==> src/shared/psdm_params.svh <==
// Purpose: Constants of the pulse probe speed deviation monitor.
// Assumes: 20 MHz system clock, ms time base for all programmable delays.
// Notes: Offsets are word indexes on the plain register port.
`ifndef PSDM_PARAMS_SVH
`define PSDM_PARAMS_SVH

`define PSDM_ADDR_W 8
`define PSDM_DATA_W 32

`define PSDM_OFF_CONFIG 8'h00
`define PSDM_OFF_DELAY 8'h01
`define PSDM_OFF_RESPONSE 8'h02
`define PSDM_OFF_DEVIATION 8'h03
`define PSDM_OFF_INPUT_SEL 8'h04
`define PSDM_OFF_EDGE_SEL 8'h05
`define PSDM_OFF_PULSES_REV 8'h06
`define PSDM_OFF_MAX_TIME 8'h07
`define PSDM_OFF_GEAR 8'h08
`define PSDM_OFF_INVERT 8'h09
`define PSDM_OFF_SPEED_SRC 8'h0A
`define PSDM_OFF_MEAS_SPEED 8'h0B
`define PSDM_OFF_STATUS 8'h0C

`define PSDM_STAT_TRIP 0
`define PSDM_STAT_FAULT 1
`define PSDM_STAT_OVER_TOL 2
`define PSDM_STAT_TIMED_OUT 3

`define PSDM_CFG_DISABLED 2'h0
`define PSDM_CFG_TORQUE_LOAD 2'h1
`define PSDM_CFG_SPEED_LOAD 2'h2
`define PSDM_CFG_LOAD_ONLY 2'h3

`define PSDM_PROBE_DI 3
`define PSDM_PROBE_TERMINAL 16'h0017
`define PSDM_SPEED_SRC_PROBE 16'h024A

`define PSDM_DELAY_DEFAULT_S 10
`define PSDM_MAX_TIME_DEFAULT_S 10
`define PSDM_MS_PER_S 1000
`define PSDM_RST_CONFIG 2'h1
`define PSDM_RST_RESPONSE 8'h00
`define PSDM_RST_DEVIATION 16'h0096
`define PSDM_RST_INPUT_SEL 16'h0000
`define PSDM_RST_EDGE_SEL 1'h0
`define PSDM_RST_PULSES_REV 16'h0001
`define PSDM_RST_GEAR 16'h0001
`define PSDM_RST_INVERT 4'h0
`define PSDM_RST_SPEED_SRC 16'h0000

`define PSDM_CLK_HZ 20000000
`define PSDM_MAX_PULSE_HZ 32000
`define PSDM_TICK_CYCLES (`PSDM_CLK_HZ / `PSDM_MS_PER_S)
`define PSDM_SEC_PER_MIN 60
`define PSDM_RPM_NUM (`PSDM_SEC_PER_MIN * `PSDM_CLK_HZ)

`endif

==> src/shared/psdm_pkg.sv <==
// Purpose: Types of the pulse probe speed deviation monitor.
// Assumes: Constants come from psdm_params.svh.
// Notes: State codes are Gray from idle to scale; scale back to idle flips both bits.
package psdm_pkg;

  typedef enum logic [1:0] {
    PSDM_CALC_IDLE = 2'b00,
    PSDM_CALC_DIV = 2'b01,
    PSDM_CALC_SCALE = 2'b11
  } psdm_calc_type;

  typedef enum logic [0:0] {
    PSDM_DIV_IDLE = 1'b0,
    PSDM_DIV_RUN = 1'b1
  } psdm_div_type;

endpackage

==> src/logic/psdm_divider.sv <==
// Purpose: Sequential unsigned 32 by 32 bit divider.
// Assumes: Divisor is non-zero when start_in is pulsed.
// Notes: One quotient bit per clock, result 33 cycles after start.
`timescale 1ns/1ps
module psdm_divider (
  input wire logic clock_in, // System clock.
  input wire logic srst_in, // Synchronous reset, active high.
  input wire logic start_in, // One-cycle start pulse.
  input wire logic [31:0] dividend_in, // Numerator.
  input wire logic [31:0] divisor_in, // Denominator.
  output logic [31:0] quotient_out, // Quotient, valid with done_out.
  output logic done_out // One-cycle result pulse.
);

  psdm_pkg::psdm_div_type state_ff, nxt_state;
  logic [32:0] rem_ff, nxt_rem;
  logic [31:0] quo_ff, nxt_quo;
  logic [31:0] div_ff, nxt_div;
  logic [5:0] cnt_ff, nxt_cnt;
  logic done_ff, nxt_done;
  logic [32:0] trial;

  always_comb begin
    nxt_state = state_ff;
    nxt_rem = rem_ff;
    nxt_quo = quo_ff;
    nxt_div = div_ff;
    nxt_cnt = cnt_ff;
    nxt_done = 1'b0;
    trial = {rem_ff[31:0], quo_ff[31]};
    case (state_ff)
      psdm_pkg::PSDM_DIV_IDLE: begin
        if (start_in) begin
          nxt_state = psdm_pkg::PSDM_DIV_RUN;
          nxt_rem = 33'h000000000;
          nxt_quo = dividend_in;
          nxt_div = divisor_in;
          nxt_cnt = 6'h00;
        end
      end
      psdm_pkg::PSDM_DIV_RUN: begin
        if (trial >= {1'b0, div_ff}) begin
          nxt_rem = trial - {1'b0, div_ff};
          nxt_quo = {quo_ff[30:0], 1'b1};
        end else begin
          nxt_rem = trial;
          nxt_quo = {quo_ff[30:0], 1'b0};
        end
        nxt_cnt = cnt_ff + 6'h01;
        if (cnt_ff == 6'h1F) begin
          nxt_state = psdm_pkg::PSDM_DIV_IDLE;
          nxt_done = 1'b1;
        end
      end
      default: begin
        nxt_state = psdm_pkg::PSDM_DIV_IDLE;
      end
    endcase
  end

  always_ff @(posedge clock_in) begin
    if (srst_in) begin
      state_ff <= psdm_pkg::PSDM_DIV_IDLE;
      rem_ff <= 33'h000000000;
      quo_ff <= 32'h00000000;
      div_ff <= 32'h00000000;
      cnt_ff <= 6'h00;
      done_ff <= 1'b0;
    end else begin
      state_ff <= nxt_state;
      rem_ff <= nxt_rem;
      quo_ff <= nxt_quo;
      div_ff <= nxt_div;
      cnt_ff <= nxt_cnt;
      done_ff <= nxt_done;
    end
  end

  assign quotient_out = quo_ff;
  assign done_out = done_ff;

endmodule

==> src/logic/psdm_monitor.sv <==
// Purpose: Pulse probe speed measurement and speed deviation / load failure monitoring.
// Assumes: All inputs synchronous to clock_in; motor speed given as unsigned rpm magnitude.
// Notes: Programmable times are in ms; speeds are in rpm.
//
// The strobed register port and the register offsets were chosen for this implementation.
`timescale 1ns/1ps
`include "psdm_params.svh"

// How it works
// - Probe pulses come only from digital input three, nothing else.
// - Pulse trains up to 32 kHz are handled; sensor never exceeds that.
// - Probe speed is compared with motor speed; excess deviation triggers the response.
// - Configuration value 2 selects speed and load failure monitoring; resets to 1.
// - Programmable delay time governs evaluation; resets to 10 s.
// - Programmable response selector chooses the trip action; resets to 0.
// - Programmable permitted speed deviation sets tolerance; resets to 150 rpm.
// - Input select 23 routes digital input three; reset 0 means unconnected.
// - Edge select 0 counts rising edges, 1 falling; resets to 0.
// - Pulses per revolution scales the interval into speed; resets to 1.
// - No pulse within maximum measuring time forces measured speed to zero.
// - Every detected pulse restarts the measuring time supervision.
// - Measured speed is multiplied by the gear factor, default 1.
// - Invert bit three inverts digital input three; default all zeros.
// - Speed source 586 feeds probe speed to the evaluation; resets to 0.
// - Configuration 0 disabled, 1 torque plus load, 3 load failure only; torque is not monitored here, so 1 gives load failure only.
// - Motor on and input low longer than delay time raises load failure fault.
// - Response zero disables monitoring reactions; above zero enables them.
module psdm_monitor #(
  parameter int TICK_CYCLES = `PSDM_TICK_CYCLES
) (
  input wire logic clock_in, // System clock, 20 MHz.
  input wire logic srst_in, // Synchronous reset, active high.
  input wire logic [3:0] digital_in_in, // Digital inputs, index 3 is the probe.
  input wire logic [15:0] motor_speed_in, // Motor-control actual speed, rpm.
  input wire logic motor_on_in, // Motor switched on.
  input wire logic [7:0] addr_in, // Register index.
  input wire logic [31:0] wdata_in, // Write data.
  input wire logic wr_in, // Write strobe.
  input wire logic rd_in, // Read strobe.
  output logic [31:0] rdata_out, // Read data, cycle after rd_in.
  output logic [15:0] probe_measured_speed_out, // Displayed probe speed, rpm.
  output logic deviation_trip_out, // Latched speed deviation trip.
  output logic load_failure_fault_out, // Latched load failure fault.
  output logic [7:0] response_out // Active response code, zero when idle.
);

  function automatic logic hit(input logic [7:0] a, input logic [7:0] off);
    hit = (a == off);
  endfunction

  function automatic logic [15:0] bump16(input logic [15:0] v);
    bump16 = (v == 16'hFFFF) ? v : v + 16'h0001;
  endfunction

  // Configuration group.
  logic [1:0] load_monitor_config_ff, nxt_load_monitor_config;
  logic [15:0] load_monitor_delay_time_ff, nxt_load_monitor_delay_time;
  logic [7:0] load_monitor_response_ff, nxt_load_monitor_response;
  logic [15:0] permitted_speed_deviation_ff, nxt_permitted_speed_deviation;
  logic [15:0] probe_input_select_ff, nxt_probe_input_select;
  logic probe_edge_select_ff, nxt_probe_edge_select;
  logic [15:0] probe_pulses_per_rev_ff, nxt_probe_pulses_per_rev;
  logic [15:0] probe_max_measure_time_ff, nxt_probe_max_measure_time;
  logic [15:0] probe_gear_factor_ff, nxt_probe_gear_factor;
  logic [3:0] probe_input_invert_ff, nxt_probe_input_invert;
  logic [15:0] monitor_speed_source_ff, nxt_monitor_speed_source;
  logic [31:0] rdata_ff, nxt_rdata;
  logic [3:0] status_bits;

  always_comb begin
    nxt_load_monitor_config = load_monitor_config_ff;
    nxt_load_monitor_delay_time = load_monitor_delay_time_ff;
    nxt_load_monitor_response = load_monitor_response_ff;
    nxt_permitted_speed_deviation = permitted_speed_deviation_ff;
    nxt_probe_input_select = probe_input_select_ff;
    nxt_probe_edge_select = probe_edge_select_ff;
    nxt_probe_pulses_per_rev = probe_pulses_per_rev_ff;
    nxt_probe_max_measure_time = probe_max_measure_time_ff;
    nxt_probe_gear_factor = probe_gear_factor_ff;
    nxt_probe_input_invert = probe_input_invert_ff;
    nxt_monitor_speed_source = monitor_speed_source_ff;
    if (wr_in) begin
      if (hit(addr_in, `PSDM_OFF_CONFIG)) nxt_load_monitor_config = wdata_in[1:0];
      if (hit(addr_in, `PSDM_OFF_DELAY)) nxt_load_monitor_delay_time = wdata_in[15:0];
      if (hit(addr_in, `PSDM_OFF_RESPONSE)) nxt_load_monitor_response = wdata_in[7:0];
      if (hit(addr_in, `PSDM_OFF_DEVIATION)) nxt_permitted_speed_deviation = wdata_in[15:0];
      if (hit(addr_in, `PSDM_OFF_INPUT_SEL)) nxt_probe_input_select = wdata_in[15:0];
      if (hit(addr_in, `PSDM_OFF_EDGE_SEL)) nxt_probe_edge_select = wdata_in[0];
      if (hit(addr_in, `PSDM_OFF_PULSES_REV)) nxt_probe_pulses_per_rev = wdata_in[15:0];
      if (hit(addr_in, `PSDM_OFF_MAX_TIME)) nxt_probe_max_measure_time = wdata_in[15:0];
      if (hit(addr_in, `PSDM_OFF_GEAR)) nxt_probe_gear_factor = wdata_in[15:0];
      if (hit(addr_in, `PSDM_OFF_INVERT)) nxt_probe_input_invert = wdata_in[3:0];
      if (hit(addr_in, `PSDM_OFF_SPEED_SRC)) nxt_monitor_speed_source = wdata_in[15:0];
    end
    nxt_rdata = 32'h00000000;
    if (rd_in) begin
      case (addr_in)
        `PSDM_OFF_CONFIG: nxt_rdata = {30'h00000000, load_monitor_config_ff};
        `PSDM_OFF_DELAY: nxt_rdata = {16'h0000, load_monitor_delay_time_ff};
        `PSDM_OFF_RESPONSE: nxt_rdata = {24'h000000, load_monitor_response_ff};
        `PSDM_OFF_DEVIATION: nxt_rdata = {16'h0000, permitted_speed_deviation_ff};
        `PSDM_OFF_INPUT_SEL: nxt_rdata = {16'h0000, probe_input_select_ff};
        `PSDM_OFF_EDGE_SEL: nxt_rdata = {31'h00000000, probe_edge_select_ff};
        `PSDM_OFF_PULSES_REV: nxt_rdata = {16'h0000, probe_pulses_per_rev_ff};
        `PSDM_OFF_MAX_TIME: nxt_rdata = {16'h0000, probe_max_measure_time_ff};
        `PSDM_OFF_GEAR: nxt_rdata = {16'h0000, probe_gear_factor_ff};
        `PSDM_OFF_INVERT: nxt_rdata = {28'h0000000, probe_input_invert_ff};
        `PSDM_OFF_SPEED_SRC: nxt_rdata = {16'h0000, monitor_speed_source_ff};
        `PSDM_OFF_MEAS_SPEED: nxt_rdata = {16'h0000, probe_measured_speed_out};
        `PSDM_OFF_STATUS: nxt_rdata = {28'h0000000, status_bits};
        default: nxt_rdata = 32'h00000000;
      endcase
    end
  end

  always_ff @(posedge clock_in) begin
    if (srst_in) begin
      load_monitor_config_ff <= `PSDM_RST_CONFIG;
      load_monitor_delay_time_ff <= 16'(`PSDM_DELAY_DEFAULT_S * `PSDM_MS_PER_S);
      load_monitor_response_ff <= `PSDM_RST_RESPONSE;
      permitted_speed_deviation_ff <= `PSDM_RST_DEVIATION;
      probe_input_select_ff <= `PSDM_RST_INPUT_SEL;
      probe_edge_select_ff <= `PSDM_RST_EDGE_SEL;
      probe_pulses_per_rev_ff <= `PSDM_RST_PULSES_REV;
      probe_max_measure_time_ff <= 16'(`PSDM_MAX_TIME_DEFAULT_S * `PSDM_MS_PER_S);
      probe_gear_factor_ff <= `PSDM_RST_GEAR;
      probe_input_invert_ff <= `PSDM_RST_INVERT;
      monitor_speed_source_ff <= `PSDM_RST_SPEED_SRC;
      rdata_ff <= 32'h00000000;
    end else begin
      load_monitor_config_ff <= nxt_load_monitor_config;
      load_monitor_delay_time_ff <= nxt_load_monitor_delay_time;
      load_monitor_response_ff <= nxt_load_monitor_response;
      permitted_speed_deviation_ff <= nxt_permitted_speed_deviation;
      probe_input_select_ff <= nxt_probe_input_select;
      probe_edge_select_ff <= nxt_probe_edge_select;
      probe_pulses_per_rev_ff <= nxt_probe_pulses_per_rev;
      probe_max_measure_time_ff <= nxt_probe_max_measure_time;
      probe_gear_factor_ff <= nxt_probe_gear_factor;
      probe_input_invert_ff <= nxt_probe_input_invert;
      monitor_speed_source_ff <= nxt_monitor_speed_source;
      rdata_ff <= nxt_rdata;
    end
  end

  // Measurement and monitoring group.
  logic probe_prev_ff, nxt_probe_prev;
  logic [15:0] tick_ff, nxt_tick;
  logic [31:0] period_ff, nxt_period;
  logic have_edge_ff, nxt_have_edge;
  logic [15:0] meas_ms_ff, nxt_meas_ms;
  psdm_pkg::psdm_calc_type calc_ff, nxt_calc;
  logic [15:0] speed_ff, nxt_speed;
  logic [15:0] dev_ms_ff, nxt_dev_ms;
  logic [15:0] low_ms_ff, nxt_low_ms;
  logic trip_ff, nxt_trip;
  logic fault_ff, nxt_fault;
  logic [7:0] resp_ff, nxt_resp;
  logic [31:0] div_den;
  logic div_start;
  logic [31:0] div_quo;
  logic div_done;
  logic probe_level, probe_edge, ms_pulse, timed_out, over_tol, dev_enable, lf_enable;
  logic [47:0] denom_wide, scaled;
  logic [15:0] actual_speed, speed_diff;
  logic clr_trip, clr_fault;

  psdm_divider u_divider (
    .clock_in(clock_in),
    .srst_in(srst_in),
    .start_in(div_start),
    .dividend_in(32'(`PSDM_RPM_NUM)),
    .divisor_in(div_den),
    .quotient_out(div_quo),
    .done_out(div_done)
  );

  always_comb begin
    // Unrouted terminal reads as a constant low level, so no edges and no speed.
    probe_level = (probe_input_select_ff == `PSDM_PROBE_TERMINAL) &&
                  (digital_in_in[`PSDM_PROBE_DI] ^ probe_input_invert_ff[`PSDM_PROBE_DI]);
    probe_edge = probe_edge_select_ff ? (probe_prev_ff & ~probe_level) : (~probe_prev_ff & probe_level);
    ms_pulse = (tick_ff == 16'(TICK_CYCLES - 1));
    timed_out = (meas_ms_ff >= probe_max_measure_time_ff);
    actual_speed = (monitor_speed_source_ff == `PSDM_SPEED_SRC_PROBE) ? speed_ff : 16'h0000;
    speed_diff = (actual_speed > motor_speed_in) ? actual_speed - motor_speed_in : motor_speed_in - actual_speed;
    over_tol = (speed_diff > permitted_speed_deviation_ff);
    dev_enable = (load_monitor_config_ff == `PSDM_CFG_SPEED_LOAD) && (load_monitor_response_ff != 8'h00);
    lf_enable = (load_monitor_config_ff != `PSDM_CFG_DISABLED) && (load_monitor_response_ff != 8'h00) &&
                motor_on_in;
    status_bits = {timed_out, over_tol, fault_ff, trip_ff};
    clr_trip = wr_in && hit(addr_in, `PSDM_OFF_STATUS) && wdata_in[`PSDM_STAT_TRIP];
    clr_fault = wr_in && hit(addr_in, `PSDM_OFF_STATUS) && wdata_in[`PSDM_STAT_FAULT];
    denom_wide = {16'h0000, period_ff} * {32'h00000000, probe_pulses_per_rev_ff};
    div_den = (denom_wide[47:32] != 16'h0000) ? 32'hFFFFFFFF : denom_wide[31:0];
    scaled = {16'h0000, div_quo} * {32'h00000000, probe_gear_factor_ff};

    nxt_probe_prev = probe_level;
    nxt_tick = ms_pulse ? 16'h0000 : tick_ff + 16'h0001;
    nxt_period = (period_ff == 32'hFFFFFFFF) ? period_ff : period_ff + 32'h00000001;
    nxt_have_edge = have_edge_ff;
    nxt_meas_ms = (ms_pulse && !timed_out) ? meas_ms_ff + 16'h0001 : meas_ms_ff;
    nxt_calc = calc_ff;
    nxt_speed = speed_ff;
    div_start = 1'b0;
    if (probe_edge) begin
      nxt_period = 32'h00000001;
      nxt_meas_ms = 16'h0000;
      nxt_have_edge = 1'b1;
      // Divider latency is tens of cycles, far below the 625-cycle interval at the top pulse rate.
      if (have_edge_ff && !timed_out && calc_ff == psdm_pkg::PSDM_CALC_IDLE && div_den != 32'h00000000) begin
        div_start = 1'b1;
        nxt_calc = psdm_pkg::PSDM_CALC_DIV;
      end
    end
    case (calc_ff)
      psdm_pkg::PSDM_CALC_IDLE: begin
      end
      psdm_pkg::PSDM_CALC_DIV: begin
        if (div_done) nxt_calc = psdm_pkg::PSDM_CALC_SCALE;
      end
      psdm_pkg::PSDM_CALC_SCALE: begin
        nxt_calc = psdm_pkg::PSDM_CALC_IDLE;
        nxt_speed = (scaled[47:16] != 32'h00000000) ? 16'hFFFF : scaled[15:0];
      end
      default: nxt_calc = psdm_pkg::PSDM_CALC_IDLE;
    endcase
    if (timed_out) begin
      // A stale interval must not produce a speed, so measurement restarts from the next pulse.
      nxt_speed = 16'h0000;
      nxt_have_edge = probe_edge;
    end

    nxt_dev_ms = (dev_enable && over_tol) ? (ms_pulse ? bump16(dev_ms_ff) : dev_ms_ff) : 16'h0000;
    nxt_low_ms = (lf_enable && !probe_level) ? (ms_pulse ? bump16(low_ms_ff) : low_ms_ff) : 16'h0000;
    // Set wins over a clear written in the same cycle.
    nxt_trip = (trip_ff && !clr_trip) ||
               (dev_enable && over_tol && dev_ms_ff >= load_monitor_delay_time_ff);
    nxt_fault = (fault_ff && !clr_fault) ||
                (lf_enable && !probe_level && low_ms_ff >= load_monitor_delay_time_ff);
    nxt_resp = (nxt_trip || nxt_fault) ? load_monitor_response_ff : 8'h00;
  end

  always_ff @(posedge clock_in) begin
    if (srst_in) begin
      probe_prev_ff <= 1'b0;
      tick_ff <= 16'h0000;
      period_ff <= 32'h00000000;
      have_edge_ff <= 1'b0;
      meas_ms_ff <= 16'h0000;
      calc_ff <= psdm_pkg::PSDM_CALC_IDLE;
      speed_ff <= 16'h0000;
      dev_ms_ff <= 16'h0000;
      low_ms_ff <= 16'h0000;
      trip_ff <= 1'b0;
      fault_ff <= 1'b0;
      resp_ff <= 8'h00;
    end else begin
      probe_prev_ff <= nxt_probe_prev;
      tick_ff <= nxt_tick;
      period_ff <= nxt_period;
      have_edge_ff <= nxt_have_edge;
      meas_ms_ff <= nxt_meas_ms;
      calc_ff <= nxt_calc;
      speed_ff <= nxt_speed;
      dev_ms_ff <= nxt_dev_ms;
      low_ms_ff <= nxt_low_ms;
      trip_ff <= nxt_trip;
      fault_ff <= nxt_fault;
      resp_ff <= nxt_resp;
    end
  end

  assign rdata_out = rdata_ff;
  assign probe_measured_speed_out = speed_ff;
  assign deviation_trip_out = trip_ff;
  assign load_failure_fault_out = fault_ff;
  assign response_out = resp_ff;

endmodule

==> config.mk <==
export PLATFORM = sky130hd
export DESIGN_NAME = psdm_monitor
export DESIGN_NICKNAME = d
export VERILOG_FILES = /design/src/shared/psdm_pkg.sv /design/src/logic/psdm_divider.sv /design/src/logic/psdm_monitor.sv
export VERILOG_INCLUDE_DIRS = /design/src /design/src/shared
export SDC_FILE = /design/constraint.sdc
export NUM_CORES = 2
export LEC_CHECK = 0
export BUFFER_PORTS_ARGS = -buffer_cell sky130_fd_sc_hd__buf_2
export CAP_MARGIN = 40
export CORE_MARGIN = 1
export CORE_UTILIZATION = 58
export CTS_CLUSTER_SIZE = 12
export DETAILED_ROUTE_END_ITERATION = 12
export PLACE_DENSITY_LB_ADDON = 0.08
export SYNTH_ARGS = -nofsm -noshare
export SYNTH_HDL_FRONTEND = slang
export SYNTH_SLANG_ARGS = --single-unit
==> constraint.sdc <==
create_clock -name clock_in -period 7.81 [get_ports clock_in]
set_input_delay 1.1715 -clock clock_in [delete_from_list [all_inputs] [get_ports clock_in]]
set_output_delay 1.1715 -clock clock_in [all_outputs]
set_load 0.02 [all_outputs]
==> impl_summary.txt <==
----------------------------------------------------
[Finish]
  Final cell count without fillers ... 7763
  Final nets ... 7755
  Commonest cells after routing, fill and taps aside ... 1056 x sky130_fd_sc_hd__inv_1, 833 x sky130_fd_sc_hd__fa_1, 723 x sky130_fd_sc_hd__nand2_1
  Area growth from synthesis to layout ... 9.58%
  Leading cell type in the layout, fill and taps excluded ... sky130_fd_sc_hd__inv_1
  Proportion of layout cells with a drive suffix above 1 ... 0.0891

[Yosys]
  Dominant synthesized flop cell ... sky130_fd_sc_hd__dfxtp_1
  Async S/R FF share, synth ... 0
  Post-synthesis sequential element count ... 373
  Mean instance size in the synthesized netlist ... 8.47 sq um
  Yosys top cell area share ... 0.309
  Synthesized cell area ... 54400 sq um
  Number of flops mapped to enable cells by yosys ... 0
  Cells after synthesis ... 6420
  Ranking of synthesized cells by area ... sky130_fd_sc_hd__fa_1 31%, sky130_fd_sc_hd__dfxtp_1 14%, sky130_fd_sc_hd__ha_1 8.6%
  Proportion of synthesized chip area in sequential cells ... 0.137
  Number of library cell types mapped by synthesis ... 97
  Cell taking the most area after synthesis ... sky130_fd_sc_hd__fa_1
  Synth warn ... 0

[Timing]
  Transition time at the pin with the least slew margin ... 0.959 ns
  Crit path time final ... 7.65 ns
  Post-route clock period utilization ... 0.980
  Slew HR ... 0.356
  Final number of hold-violating endpoints ... 0
  RSZ-0062 raised after global routing ... true
  Maximum clock skew at final layout ... 0.0304 ns
  FMAX ... 0.131 GHz
  Final count of pins violating max slew ... 0
  Number of failing setup endpoints in the final timing report ... 0
  Final TNS setup ... 0 ns

[Global routing]
  Overall track demand over capacity in global routing ... 0.327
  Number of antenna violations at the first check in global routing ... 9
  Pin count of the biggest net entering global routing ... 67
  Total grt overflow ... 0
  Vias in the first global route ... 45400
  Global-route wire length before repair ... 246000 um

[Placement]
  # placed instances ... 7655
  IO buf count ... 87
  GP Congestion ... 0.961
  Detailed placer's ending HPWL ... 119000 um

[Clock tree]
  TritonCTS clock tree ... built
  Latest clock arrival within the worst-skew pair ... 0.62 ns
  Clock buffer count from CTS ... 46
  Sink Count ... 373
  Master cell of the clock root buffer ... sky130_fd_sc_hd__clkbuf_16
  H-tree levels ... 2
  Hold buffers post-CTS ... 0
  Number of buffers between clock root and the deepest sink ... 3
  Clock-pin slew on the worst setup and hold paths ... 0.06 ns

[Setup path]
  Largest driver fanout on the critical path ... 33
  Combined buffer and inverter count along the critical path ... 10
  Highest-delay cell along the critical path ... sky130_fd_sc_hd__fa_1
  Critical Setup Path Class ... reg2reg
  Data required, critical path ... 8.35 ns
  Most repeated library cell on the critical path ... sky130_fd_sc_hd__fa_1
  Kind of end point of the critical path ... register
  Worst Path Arrival ... 8.19 ns
  Longest individual stage delay on the worst path ... 0.53 ns
  CP delay by family, top ... adder cells
  Startpoint type of the worst setup path ... register

[Route]
  Post-DR vias/cell ... 5.76
  Aggregate routed wire length ... 153000 um
  First-pass iteration count of the detailed router ... 7
  Residual DRC count ... 0
  WL per Instance ... 19.7 um
  Routed via count ... 44700
  Remaining antenna violation count ... 0
  Iteration-0 DRC count of the detailed router ... 3332

[Die]
  Starting utilization of the core area ... 0.590
  Die outline height ... 308 um
  Horiz. Die Dim ... 308 um
  # IOs ... 123
  Core region area ... 92200 sq um
  Floorplan die area ... 95000 sq um
  Placement row count ... 111

[Job]
  MaxCap Viol Count ... 0

[Min path]
  Worst min-delay path class ... reg2reg

[Pwr]
  Worst VDD drop ... 0.123 mV
  Power density of the placed cells ... 73.6 nW/um^2
  Static Leakage ... 26.6 nW

[Run status]
  Run status ... complete, no violations

----------------------------------------------------
==> what timing repair did <==
item | 4_1_cts | 5_1_grt
pin swaps | 0 | 27
endpoints found under the setup margin | 69 | 119
gates resized for setup | 4 | 110
setup buffers | 0 | 13
gates cloned | 0 | 5
==> through the flow <==
step	hold slack (ns)	util	cell area, sq um	power, W	setup WS, ns
2_1_floorplan	0.400	-	54400	0.00208	0.631
3_3_place_gp	0.421	0.621	57300	0.00214	0.0391
3_5_place_dp	0.426	0.622	57400	0.00215	-0.0336
4_1_cts	0.454	0.639	59000	0.00441	0.000756
5_1_grt	0.479	0.646	59600	0.00451	-0.0712
6_report	0.450	0.646	59600	0.00439	0.160
==> synth_stat cells (13+ instances only) <==
cell type / n
sky130_fd_sc_hd__or3_1: 18
sky130_fd_sc_hd__o211ai_1: 39
sky130_fd_sc_hd__xor2_1: 100
sky130_fd_sc_hd__nor2_1: 261
sky130_fd_sc_hd__o21bai_1: 26
sky130_fd_sc_hd__nor4_1: 36
sky130_fd_sc_hd__dfxtp_1: 373
sky130_fd_sc_hd__nand4_1: 67
sky130_fd_sc_hd__a311oi_1: 32
sky130_fd_sc_hd__a31oi_1: 41
sky130_fd_sc_hd__o21ai_0: 124
sky130_fd_sc_hd__mux2i_1: 47
sky130_fd_sc_hd__nor3_1: 72
sky130_fd_sc_hd__and3_1: 48
sky130_fd_sc_hd__buf_2: 13
sky130_fd_sc_hd__xnor2_1: 80
sky130_fd_sc_hd__ha_1: 373
sky130_fd_sc_hd__o21a_1: 36
sky130_fd_sc_hd__clkbuf_1: 328
sky130_fd_sc_hd__a21oi_1: 303
sky130_fd_sc_hd__inv_1: 1057
sky130_fd_sc_hd__a22o_1: 39
sky130_fd_sc_hd__and4_1: 18
sky130_fd_sc_hd__nand2_1: 723
sky130_fd_sc_hd__a21o_1: 107
sky130_fd_sc_hd__mux2_2: 13
sky130_fd_sc_hd__fa_1: 839
sky130_fd_sc_hd__and2_1: 716
sky130_fd_sc_hd__nand2b_1: 21
sky130_fd_sc_hd__nand3_1: 102
sky130_fd_sc_hd__nor2b_1: 38
sky130_fd_sc_hd__o2bb2ai_1: 22
sky130_fd_sc_hd__buf_4: 21
sky130_fd_sc_hd__a211oi_1: 33
sky130_fd_sc_hd__a22oi_1: 43
==> worst reg2reg max path: cells and delay by family, from the launching register on <==
| kind | cells | cell delay [ns] |
|---|---|---|
| AND/OR/NAND/NOR | 4 | 1.04 |
| adder cells (fa/ha/maj) | 7 | 3.33 |
| flip-flops | 1 | 0.36 |
| AO/OA/AOI/OAI | 8 | 1.56 |
| buffers and inverters | 10 | 1.25 |
==> flip-flops by register name, summed over array words and instances (netlist names), 2 cells and up <==
signal,count
dev_ms_ff,16
probe_measured_speed_out,16
calc_ff,2
u_divider.div_ff,32
response_out,8
probe_pulses_per_rev_ff,16
probe_gear_factor_ff,16
u_divider.rem_ff,32
monitor_speed_source_ff,16
load_monitor_delay_time_ff,16
low_ms_ff,16
meas_ms_ff,16
rdata_out,16
permitted_speed_deviation_ff,16
tick_ff,16
probe_max_measure_time_ff,16
probe_input_invert_ff,4
period_ff,32
probe_input_select_ff,16
u_divider.quotient_out,32
load_monitor_config_ff,2
load_monitor_response_ff,8
u_divider.cnt_ff,6
==> power by group <==
group	switching, W	internal, W	leakage [nW]
sequential	0.00000456	0.00190	3.03
clock	0.000927	0.00135	0.769
combinational	0.000141	0.0000644	22.8
total	0.00107	0.00332	26.6
==> kinds of logic after synthesis <==
| logic type | share of synthesized area |
|---|---|
| buffers and inverters | 0.102 |
| other | 0.0000689 |
| adder cells (fa/ha/maj) | 0.395 |
| AND/OR/NAND/NOR | 0.203 |
| flip-flops | 0.137 |
| multiplexers | 0.0122 |
| AO/OA/AOI/OAI | 0.122 |
| XOR/XNOR | 0.0290 |
==> path summary, 6_finish.rpt <==
kind	start	endpoint	slack [ns]	cells past startpoint
worst max-delay path	probe_pulses_per_rev_ff[4]	u_divider.cnt_ff[1]	0.16	29
worst min-delay path	u_divider.done_out	calc_ff[1]	0.45	2
worst max register to register	probe_pulses_per_rev_ff[4]	u_divider.cnt_ff[1]	0.16	29
worst min register to register	u_divider.done_out	calc_ff[1]	0.45	2
==> cell type report <==
class | instances | area (sq um)
clock inverter | 21 | 298
fill | 8030 | 32600
timing repair buffer | 370 | 3170
antenna | 7 | 17.5
inverter | 1058 | 3970
tap | 1243 | 1560
clock buffer | 62 | 1270
sequential | 373 | 7530
multi-input combinational | 4629 | 41800
==> routing by layer <==
layer | vias up | part of all wire | global-route usage
li1 | 20600 | - | -
met1 | 22300 | 0.42 | 0.437
met2 | 1522 | 0.47 | 0.542
met3 | 327 | 0.067 | 0.0483
met4 | 2 | 0.040 | 0.113
met5 | - | 0.000085 | 0
No activity file was read; power rests on OpenSTA's default activity.
